<file path="config.mk">
export PLATFORM = sky130hd
export DESIGN_NAME = agic_top
export DESIGN_NICKNAME = d
export VERILOG_FILES = /design/src/logic/agic_pkg.sv /design/src/logic/agic_sync3.sv /design/src/logic/agic_top.sv
export SDC_FILE = /design/constraint.sdc
export NUM_CORES = 1
export LEC_CHECK = 0
export BUFFER_PORTS_ARGS = -buffer_cell sky130_fd_sc_hd__buf_2
export CORE_MARGIN = 2
export CORE_UTILIZATION = 55
export DETAILED_ROUTE_END_ITERATION = 16
export GPL_ROUTABILITY_DRIVEN = 0
export PLACE_DENSITY = 0.81
export SYNTH_ARGS = -nofsm -noshare
export SYNTH_HDL_FRONTEND = slang
export SYNTH_SLANG_ARGS = --single-unit
</file>
<file path="constraint.sdc">
create_clock -name CLOCK_I -period 4.83 [get_ports CLOCK_I]
set_clock_uncertainty 0.15 [all_clocks]
set_input_delay 0 -clock CLOCK_I [delete_from_list [all_inputs] [get_ports CLOCK_I]]
set_output_delay 0 -clock CLOCK_I [all_outputs]
set_load 0.02 [all_outputs]
</file>
<file path="src/logic/agic_pkg.sv">
/*
 * constants for the converter gain and interleave control block:
 * register indices, field positions, reset values and tracker counts.
 * assumes a 16-bit register word and a 5-bit register index on the host port.
 */
package agic_pkg;

    localparam int          ADDR_W        = 5;
    localparam int          DATA_W        = 16;
    localparam int          GAIN_W        = 9;
    localparam int          COARSE_W      = 3;
    localparam int          FINE_W        = 9;
    localparam int          DELAY_W       = COARSE_W + FINE_W;

    // register indices
    localparam logic [4:0]  GAIN_IDX      = 5'h0b;
    localparam logic [4:0]  ILV_IDX       = 5'h0d;
    localparam logic [4:0]  STATUS_IDX    = 5'h10;

    // field positions
    localparam int          GAIN_MSB      = 15;
    localparam int          GAIN_LSB      = 7;
    localparam int          ILV_EN_BIT    = 15;
    localparam int          AUTO_PH_BIT   = 14;

    // values after reset, and the trim maximum
    localparam logic [15:0] GAIN_REG_RST  = 16'h807f;
    localparam logic [15:0] ILV_REG_RST   = 16'h3fff;
    localparam logic [8:0]  GAIN_RST      = GAIN_REG_RST[15:7];
    localparam logic [11:0] TRIM_RST      = 12'h800;
    localparam logic [11:0] TRIM_MAX      = 12'hfff;

    // full-scale range in millivolts, peak to peak
    localparam logic [9:0]  FS_MIN_MV     = 10'h230;
    localparam logic [8:0]  FS_SLOPE      = 9'h119;
    localparam int          FS_SHIFT      = 9;

    // quiet cycles of the phase detector before the tracker reports lock
    localparam int          LOCK_QUIET_CYC = 16;
    localparam logic [4:0]  LOCK_QUIET_CNT = 5'(LOCK_QUIET_CYC);

    typedef enum logic [1:0] {
        AGIC_PT_IDLE   = 2'b00,
        AGIC_PT_TRACK  = 2'b01,
        AGIC_PT_LOCKED = 2'b11
    } agic_track_t;

endpackage : agic_pkg

</file>
<file path="src/logic/agic_sync3.sv">
/*
 * three-stage synchroniser with agreement filter for one pin level.
 * assumes the input is asynchronous to CLOCK_I; output changes only when
 * the second and third stages agree.
 */
`timescale 1ns/10ps
module agic_sync3 #(
    parameter logic RST_VAL = 1'b0
) (
    input  wire logic clk_i,
    input  wire logic nrst_i,
    input  wire logic pin_i,
    output logic      level_o
);
    logic meta;
    logic s2;
    logic s3;

    always_ff @(posedge clk_i or negedge nrst_i) begin
        if (!nrst_i) begin
            meta <= RST_VAL;
            s2   <= RST_VAL;
            s3   <= RST_VAL;
        end else begin
            meta <= pin_i;
            s2   <= meta;
            s3   <= s2;
        end
    end

    always_ff @(posedge clk_i or negedge nrst_i) begin
        if (!nrst_i) begin
            level_o <= RST_VAL;
        end else if (s2 == s3) begin
            level_o <= s3;
        end
    end

endmodule : agic_sync3

</file>
<file path="src/logic/agic_top.sv">
/*
 * gain and interleave control of a dual converter: the second channel's
 * full-scale code, dual edge sampling enable and clock phase alignment.
 * assumes a host on the same clock using the strobed register port; phase
 * detector flags and manual delay values arrive from outside.
 */
// Our own choice: the strobed register port.
`timescale 1ns/10ps
module agic_top (
    input  wire logic                           CLOCK_I,
    input  wire logic                           NRST_I,
    input  wire logic [agic_pkg::ADDR_W-1:0]    ADDR_I,
    input  wire logic [agic_pkg::DATA_W-1:0]    WDATA_I,
    input  wire logic                           WR_I,
    input  wire logic                           RD_I,
    output logic      [agic_pkg::DATA_W-1:0]    RDATA_O,
    input  wire logic [agic_pkg::COARSE_W-1:0]  MAN_COARSE_I,
    input  wire logic [agic_pkg::FINE_W-1:0]    MAN_FINE_I,
    input  wire logic                           PHASE_LEAD_I,
    input  wire logic                           PHASE_LAG_I,
    output logic      [agic_pkg::GAIN_W-1:0]    GAIN_CODE_O,
    output logic      [9:0]                     FS_MV_O,
    output logic                                INTERLEAVE_ENABLE_O,
    output logic                                AUTO_PHASE_ALIGN_O,
    output logic                                SHARED_INPUT_O,
    output logic                                CONV_A_O,
    output logic                                CONV_B_O,
    output logic      [agic_pkg::DELAY_W-1:0]   CLK_DELAY_O,
    output logic                                PHASE_LOCKED_O
);
    import agic_pkg::*;

    logic [GAIN_W-1:0]  gain_code;
    logic               interleave_enable;
    logic               auto_phase_align;
    logic [DELAY_W-1:0] trim;
    logic [4:0]         quiet_cnt;
    logic               conv_turn;
    logic               lead_q;
    logic               lag_q;
    logic               first_cyc;
    agic_track_t        track_state;
    agic_track_t        next_track_state;
    logic               wr_gain;
    logic               wr_ilv;
    logic [9:0]         next_fs_mv;
    logic [17:0]        fs_prod;

    assign wr_gain = WR_I && (ADDR_I == GAIN_IDX);
    assign wr_ilv  = WR_I && (ADDR_I == ILV_IDX);

    // phase detector flags come from pins
    agic_sync3 #(.RST_VAL(1'b0)) u_lead_sync (
        .clk_i   (CLOCK_I),
        .nrst_i  (NRST_I),
        .pin_i   (PHASE_LEAD_I),
        .level_o (lead_q)
    );

    agic_sync3 #(.RST_VAL(1'b0)) u_lag_sync (
        .clk_i   (CLOCK_I),
        .nrst_i  (NRST_I),
        .pin_i   (PHASE_LAG_I),
        .level_o (lag_q)
    );

    // gain word; low bits are fillers and not stored
    always_ff @(posedge CLOCK_I or negedge NRST_I) begin
        if (!NRST_I) begin
            gain_code <= GAIN_RST;
        end else if (wr_gain) begin
            gain_code <= WDATA_I[GAIN_MSB:GAIN_LSB];
        end
    end

    // interleave word
    always_ff @(posedge CLOCK_I or negedge NRST_I) begin
        if (!NRST_I) begin
            interleave_enable <= ILV_REG_RST[ILV_EN_BIT];
            auto_phase_align  <= ILV_REG_RST[AUTO_PH_BIT];
        end else if (wr_ilv) begin
            interleave_enable <= WDATA_I[ILV_EN_BIT];
            auto_phase_align  <= WDATA_I[AUTO_PH_BIT];
        end
    end

    // linear, monotonic full-scale range from the gain code
    always_comb begin
        fs_prod    = 18'(gain_code) * 18'(FS_SLOPE);
        next_fs_mv = FS_MIN_MV + 10'(fs_prod >> FS_SHIFT);
    end

    always_ff @(posedge CLOCK_I or negedge NRST_I) begin
        if (!NRST_I) begin
            FS_MV_O <= FS_MIN_MV;
        end else begin
            FS_MV_O <= next_fs_mv;
        end
    end

    assign GAIN_CODE_O         = gain_code;
    assign INTERLEAVE_ENABLE_O = interleave_enable;
    assign AUTO_PHASE_ALIGN_O  = auto_phase_align;

    // conversion sequencing
    always_ff @(posedge CLOCK_I or negedge NRST_I) begin
        if (!NRST_I) begin
            conv_turn <= 1'b0;
        end else if (interleave_enable) begin
            conv_turn <= !conv_turn;
        end else begin
            conv_turn <= 1'b0;
        end
    end

    always_ff @(posedge CLOCK_I or negedge NRST_I) begin
        if (!NRST_I) begin
            SHARED_INPUT_O <= 1'b0;
            CONV_A_O       <= 1'b0;
            CONV_B_O       <= 1'b0;
        end else if (interleave_enable) begin
            SHARED_INPUT_O <= 1'b1;
            CONV_A_O       <= !conv_turn;
            CONV_B_O       <= conv_turn;
        end else begin
            SHARED_INPUT_O <= 1'b0;
            CONV_A_O       <= 1'b1;
            CONV_B_O       <= 1'b1;
        end
    end

    // phase tracker: moves the trim toward half a period between edges
    always_comb begin
        next_track_state = track_state;
        case (track_state)
            AGIC_PT_IDLE: begin
                if (auto_phase_align) begin
                    next_track_state = AGIC_PT_TRACK;
                end
            end
            AGIC_PT_TRACK: begin
                if (!auto_phase_align) begin
                    next_track_state = AGIC_PT_IDLE;
                end else if (quiet_cnt == LOCK_QUIET_CNT) begin
                    next_track_state = AGIC_PT_LOCKED;
                end
            end
            AGIC_PT_LOCKED: begin
                if (!auto_phase_align) begin
                    next_track_state = AGIC_PT_IDLE;
                end else if (lead_q || lag_q) begin
                    next_track_state = AGIC_PT_TRACK;
                end
            end
            default: begin
                next_track_state = AGIC_PT_IDLE;
            end
        endcase
    end

    always_ff @(posedge CLOCK_I or negedge NRST_I) begin
        if (!NRST_I) begin
            track_state <= AGIC_PT_IDLE;
        end else begin
            track_state <= next_track_state;
        end
    end

    always_ff @(posedge CLOCK_I or negedge NRST_I) begin
        if (!NRST_I) begin
            quiet_cnt <= '0;
        end else if (track_state != AGIC_PT_TRACK || lead_q || lag_q) begin
            quiet_cnt <= '0;
        end else if (quiet_cnt != LOCK_QUIET_CNT) begin
            quiet_cnt <= quiet_cnt + 5'h01;
        end
    end

    // lead shortens the delay, lag lengthens it; saturates at the ends
    always_ff @(posedge CLOCK_I or negedge NRST_I) begin
        if (!NRST_I) begin
            trim <= TRIM_RST;
        end else if (auto_phase_align) begin
            if (lead_q && !lag_q && trim != '0) begin
                trim <= trim - 12'h001;
            end else if (lag_q && !lead_q && trim != TRIM_MAX) begin
                trim <= trim + 12'h001;
            end
        end
    end

    always_ff @(posedge CLOCK_I or negedge NRST_I) begin
        if (!NRST_I) begin
            CLK_DELAY_O <= '0;
        end else if (auto_phase_align) begin
            CLK_DELAY_O <= trim;
        end else begin
            CLK_DELAY_O <= {MAN_COARSE_I, MAN_FINE_I};
        end
    end

    assign PHASE_LOCKED_O = (track_state == AGIC_PT_LOCKED);

    // read port: control words never read back, status does
    always_ff @(posedge CLOCK_I or negedge NRST_I) begin
        if (!NRST_I) begin
            RDATA_O <= '0;
        end else if (RD_I && ADDR_I == STATUS_IDX) begin
            RDATA_O <= {12'h000, PHASE_LOCKED_O, track_state == AGIC_PT_TRACK,
                        auto_phase_align, interleave_enable};
        end else begin
            RDATA_O <= '0;
        end
    end

    always_ff @(posedge CLOCK_I or negedge NRST_I) begin
        if (!NRST_I) begin
            first_cyc <= 1'b1;
        end else begin
            first_cyc <= 1'b0;
        end
    end
endmodule : agic_top

</file>
# == Word-level counts from Yosys, hierarchy flattened ==
# Cells that the tools add are included.
# totals
ff_bits,80
input_bits,39
out_inout_bits,53
# op_classes
n_addsub,4
mul,1
n_eq_ne,14
n_mux,16
n_reduce_logical,19
# op_table
operator,count
12-bit 2-to-1 mux,3
"9-bit by 9-bit multiplier with 18-bit output, second input constant",1
"12-bit by 1-bit adder with 12-bit output, second input constant",1
"12-bit inequality test, second input constant",1
12-bit nonzero test,1
"12-bit by 1-bit subtractor with 12-bit output, second input constant",1
"10-bit by 9-bit adder with 10-bit output, first input constant",1
"5-bit by 4-bit == test with 1-bit output, second input constant",2
"5-bit == test, second input constant",2
2-bit 2-to-1 mux,5
5-bit 2-to-1 mux,2
1-bit logical AND,7
2-bit one-hot mux with 3 select lines,1
"5-bit by 1-bit adder with 5-bit output, second input constant",1
"5-bit inequality test, second input constant",1
1-bit 2-to-1 mux,4
4-bit 2-to-1 mux,1
2-bit nonzero test,2
1-bit zero test,3
1-bit logical OR,3
"3-bit by 2-bit inequality test with 1-bit output, second input constant",1
"3-bit inequality test, second input constant",1
3-bit AND reduction,1
1-bit == test,2
other kinds (6),6

# == Depth between registers and ports, before layout ==
# depth
ltp_word,5
depth_mapped,15
ltp_nobuf,15

# == Cells and area by module ==
# From an unflattened synthesis, not the netlist that was laid out.
# hier_totals
hier_cells,348
hier_area_um2,4068.9
# modules_own_cells
module,n_inst,cells_per_inst,area_each_um2,seq_area_each_um2
agic_top,1,338,3846.2,1507.7
agic_sync3,2,5,111.4,100.1

# == Worst setup path after synthesis ==
# OpenSTA, ideal clock, no wires.
# synth_timing
path_kind,reg2reg
start,"register gain_code[5], in the netlist GAIN_CODE_O[5]"
end,register FS_MV_O[8]
setup_time_ns,0.095
t_arrival_ns,3.909
t_required_ns,4.585
path_slack_ns,0.675
stages_incl_launch_ff,16
cell_sequence,dfrtp_1 -> ha_1 -> ha_1 -> inv_1 -> fa_1 -> fa_1 -> inv_1 -> ha_1 -> a21o_1 -> a22o_1 -> a31o_2 -> o21a_1 -> nor2_1 -> xor2_1 -> ha_1 -> o31ai_1
# synth_between
elab_chain_len,2
# synth_rtl
item,line,text
start: declaration,agic_top.sv:33,logic [GAIN_W-1:0] gain_code;
start signal: assignment,agic_top.sv:72,gain_code <= WDATA_I[GAIN_MSB:GAIN_LSB];
9-bit by 9-bit multiplier with 18-bit output,agic_top.sv:89,fs_prod = 18'(gain_code) * 18'(FS_SLOPE);
10-bit by 9-bit adder with 10-bit output,agic_top.sv:90,next_fs_mv = FS_MIN_MV + 10'(fs_prod >> FS_SHIFT);
named net next_fs_mv[8],agic_top.sv:46,logic [9:0] next_fs_mv;
end signal: assignment,agic_top.sv:97,FS_MV_O <= next_fs_mv;
end: declaration,agic_top.sv:22,"output logic [9:0] FS_MV_O,"
# The timed path passes the listed nets, and every way through them passes these cells.
# A chain may end at the register's enable or synchronous reset.

# == Worst setup path in the final report ==
# Ends and elaborated chain as after synthesis.

==> impl_metrics.toml <==
[floorplan]
initial_utilization_pct = 57.03
core_area_mm2 = 0.007253
io_pins = 92
die_h_um = 90.72
die_area_mm2 = 0.008230
die_x_um = 90.72
row_count = 31

[clocking]
cts_sinks = 68
htreeDepth = 3
cts_buffer_depth = 2
root_buffer = "clkbuf_8"
cts_tree = "yes"
insertion_delay_ns = 0.35
post-cts-setup-buffers = 0
numCtsBuffers = 9
postCtsResizedCells = 0
clk_pin_slew_ns = 0.07
hold_buffers = 28

[routing]
wl_met3_um = 437
dr.pass1.iters = 5
wl_met1_mm = 3.302
ant_nets = 0
routed_via_density = 5.536
top_layer_used = "met4"
vias = 3150
drt_iter0_drc = 97
wl_met2_mm = 4.543
drc = 0
wl_per_cell_um = 14.92
drt_wl_total_mm = 8.487

[sta]
relSlewSlack_pct = 41.40
setup_tns_ns = 0
worst_pin_slew_ns = 0.8671
fin_crit_sh_pct = 89.66
hold_viol_final = 0
fmax_ghz = 0.2309
setup_viol = 0
maxSlewViolCount = 0
rsz0062_at_grt = "no"
fin_crit_ns = 4.331

[synth]
synth_cells = 360
synth.area.mux_share_pct = 8.893
synth_cell_types = 57
yosys.area.top_type = "dfrtp_1"
synth-xor-area-share_pct = 3.811
synth_top_family_by_area = "adder cells"
synthSimpleGateAreaFrac_pct = 9.135
synth-seq-cells = 68
synthAdderAreaFrac_pct = 20.57
syn_area_mm2 = 0.004136
yosys-top-cells-area = "dfrtp_1 38%, ha_1 16%, mux2_2 8.2%, fa_1 4.4%, dfstp_2 3.2%"
yosysSeqAreaShare_pct = 41.29
syn_area_per_cell_um2 = 11.49
async_flop_share_pct = 100.0
yosysWarnings = 0
synth_compound_area_share_pct = 10.22
synth_ff_type = "dfrtp_1"
synth_top_area_share_pct = 38.11
synth-edff-count = 0

[worst_setup_path]
r2r_slack_ns = 0.50
worstReg2RegStart = "GAIN_CODE_O[5]"
crit_path_top_delay_cell = "fa_1"
cp_cell_sequence = "ha_1 > ha_1 > inv_1 > fa_1 > fa_1 > inv_1 > ha_1 > a21o_1 > a22o_1 > a31o_2 > o21a_1 > nor2_1 > xor2_1 > ha_1 > o31ai_1"
path_delay_family = "adder cells"
crit_path_max_fanout = 6
cp-end-kind = "flip-flop"
cp-start-kind = "flip-flop"
slowest_delay_ns = 0.54
arrival_ns = 4.43
critPathKind = "flip-flop to flip-flop"
required_ns = 4.93
crit_top_cell = "ha_1"
cp-startpoint = "GAIN_CODE_O[5]"
timing.critical_path.buf_inv = 2

[global_route]
grt_overflow = 0
grt_use_total_pct = 22.28
antenna_found_initial = 0
grt_pass1_vias = 3200
grt_pass1_wl_mm = 14.63
grt_max_degree = 69

[cells_and_area]
areaGrowthSynthToFinish_pct = 22.08
fillers = 551
fin_util_pct = 69.62
diodes = 0
nets = 565
drive_above_1_share_pct = 27.87

[power]
power.leakage_nw = 2.528
peakVddDrop_uv = 423.1
power.density_mw_per_mm2 = 515.4

[hold_path]
worstHoldStart = "ADDR_I[4]"
hp-class = "input pin to flip-flop"

[placement]
numPortBuffers = 72
dp.final_hpwl_mm = 5.866

[run]
max-cap-violations = 0

[run_status]
outcome = "finished clean"
## state kept, by name (all words and copies together) (netlist names), 2 cells and up
signal / count
CLK_DELAY_O: 12
FS_MV_O: 10
GAIN_CODE_O: 9
RDATA_O: 4
quiet_cnt: 5
track_state: 2
trim: 12
## synth_stat cells (all sizes together), types with 2 or more instances
master,instances
nor2,22
nor3b,3
dfrtp,63
nor4,4
mux2,30
xor2,5
a22o,2
o22ai,4
fa,9
inv,29
a311o,2
and2,6
conb,2
nand2,5
a21oi,8
ha,52
nand4,8
and3,3
mux2i,3
o21ai,5
buf,18
xnor2,13
a211oi,2
dfstp,5
o211ai,3
nor2b,3
a31o,2
a21o,6
o21a,10
nand3,5
o2111ai,2
a211o,2
maj3,2
nor3,3
## cell families (layout without fill, tap and decap cells)
logic type                 Yosys count  in the layout
muxes                               33             33
xor gates and xnor gates            18             18
buffers and inverters               49            148
and+or+nand+nor                     70             70
other                                2             13
adders and majority gates           63             63
DFF                                 68             68
AOI/OAI and AO/OA                   57             57
## power by group
group | leakage (nW) | switching, mW | internal, mW | total (mW)
Clock | 0.110 | 0.230 | 0.293 | 0.523
Sequential | 0.832 | 0.141 | 0.728 | 0.869
Combinational | 1.59 | 0.666 | 0.545 | 1.21
## worst paths after layout
kind                                            end  cells after the start
worst max-delay path                     FS_MV_O[8]                     15
worst max register to register           FS_MV_O[8]                     15
worst min register to register        u_lag_sync.s2                      0
min in group asynchronous            CLK_DELAY_O[0]                      3
max in group asynchronous                FS_MV_O[7]                      3
worst min-delay path            INTERLEAVE_ENABLE_O                      4
## metal layers
layer	global-route usage [%]	vias to the layer above
li1	-	1470
met1	25.84	1540
met2	39.80	118
met3	4.508	22
met4	9.615	0
met5	0	-
## worst reg2reg max path: cells and delay by family (launching register included)
family | cells | cell delay (ns)
flops | 1 | 0.48
fa+ha+maj | 6 | 2.23
compound gates | 5 | 1.09
xor+xnor | 1 | 0.08
simple gates | 1 | 0.10
buf+inv | 2 | 0.10
## placed cells by master (no fill, tap or decap), types with 3 or more instances in the layout
cell,count
buf_2,72
dfrtp_1,63
ha_1,52
mux2_2,30
inv_1,29
dlygate4sd3_1,28
nor2_1,22
conb_1,13
xnor2_1,13
o21a_1,10
fa_1,9
clkbuf_8,9
a21oi_1,8
nand4_1,8
a21o_1,6
and2_1,6
dfstp_2,5
nand3_1,5
xor2_1,5
nand2_1,5
o22ai_1,4
nor4_1,4
o21ai_0,4
and3_1,3
nor3_1,3
nor3b_1,3
nor2b_1,3
o211ai_1,3
mux2i_1,3
## per-stage QoR
| stage | setup slack, ns | total power [mW] | instance area [um^2] | hold WS (ns) | instances |
|---|---|---|---|---|---|
| finish | 0.4992 | 2.603 | 5050 | 0.04784 | 569 |
| floorplan | 0.6753 | 1.764 | 4178 | -0.4456 | 371 |
| detailed placement | 0.5193 | 2.066 | 4547 | -0.03946 | 525 |
| CTS | 0.4896 | 2.622 | 5050 | 0.02653 | 569 |
| global placement | 0.6185 | 2.006 | 4547 | -0.04051 | 525 |
| global route | 0.2902 | 2.823 | 5050 | 0.06530 | 569 |
## cell type report
type                    count  area (um^2)  share of cell area, %
clock buffers               9        123.9                  2.453
clock inverters             7        98.84                  1.957
inverters                  30        113.9                  2.255
multi-input cells         254         2226                  44.08
flip-flops and latches     68         1708                  33.82
well taps                  99        123.9                  2.453
repair buffers            102        655.6                  12.98
Note: power is estimated with default switching activity, not from simulation.
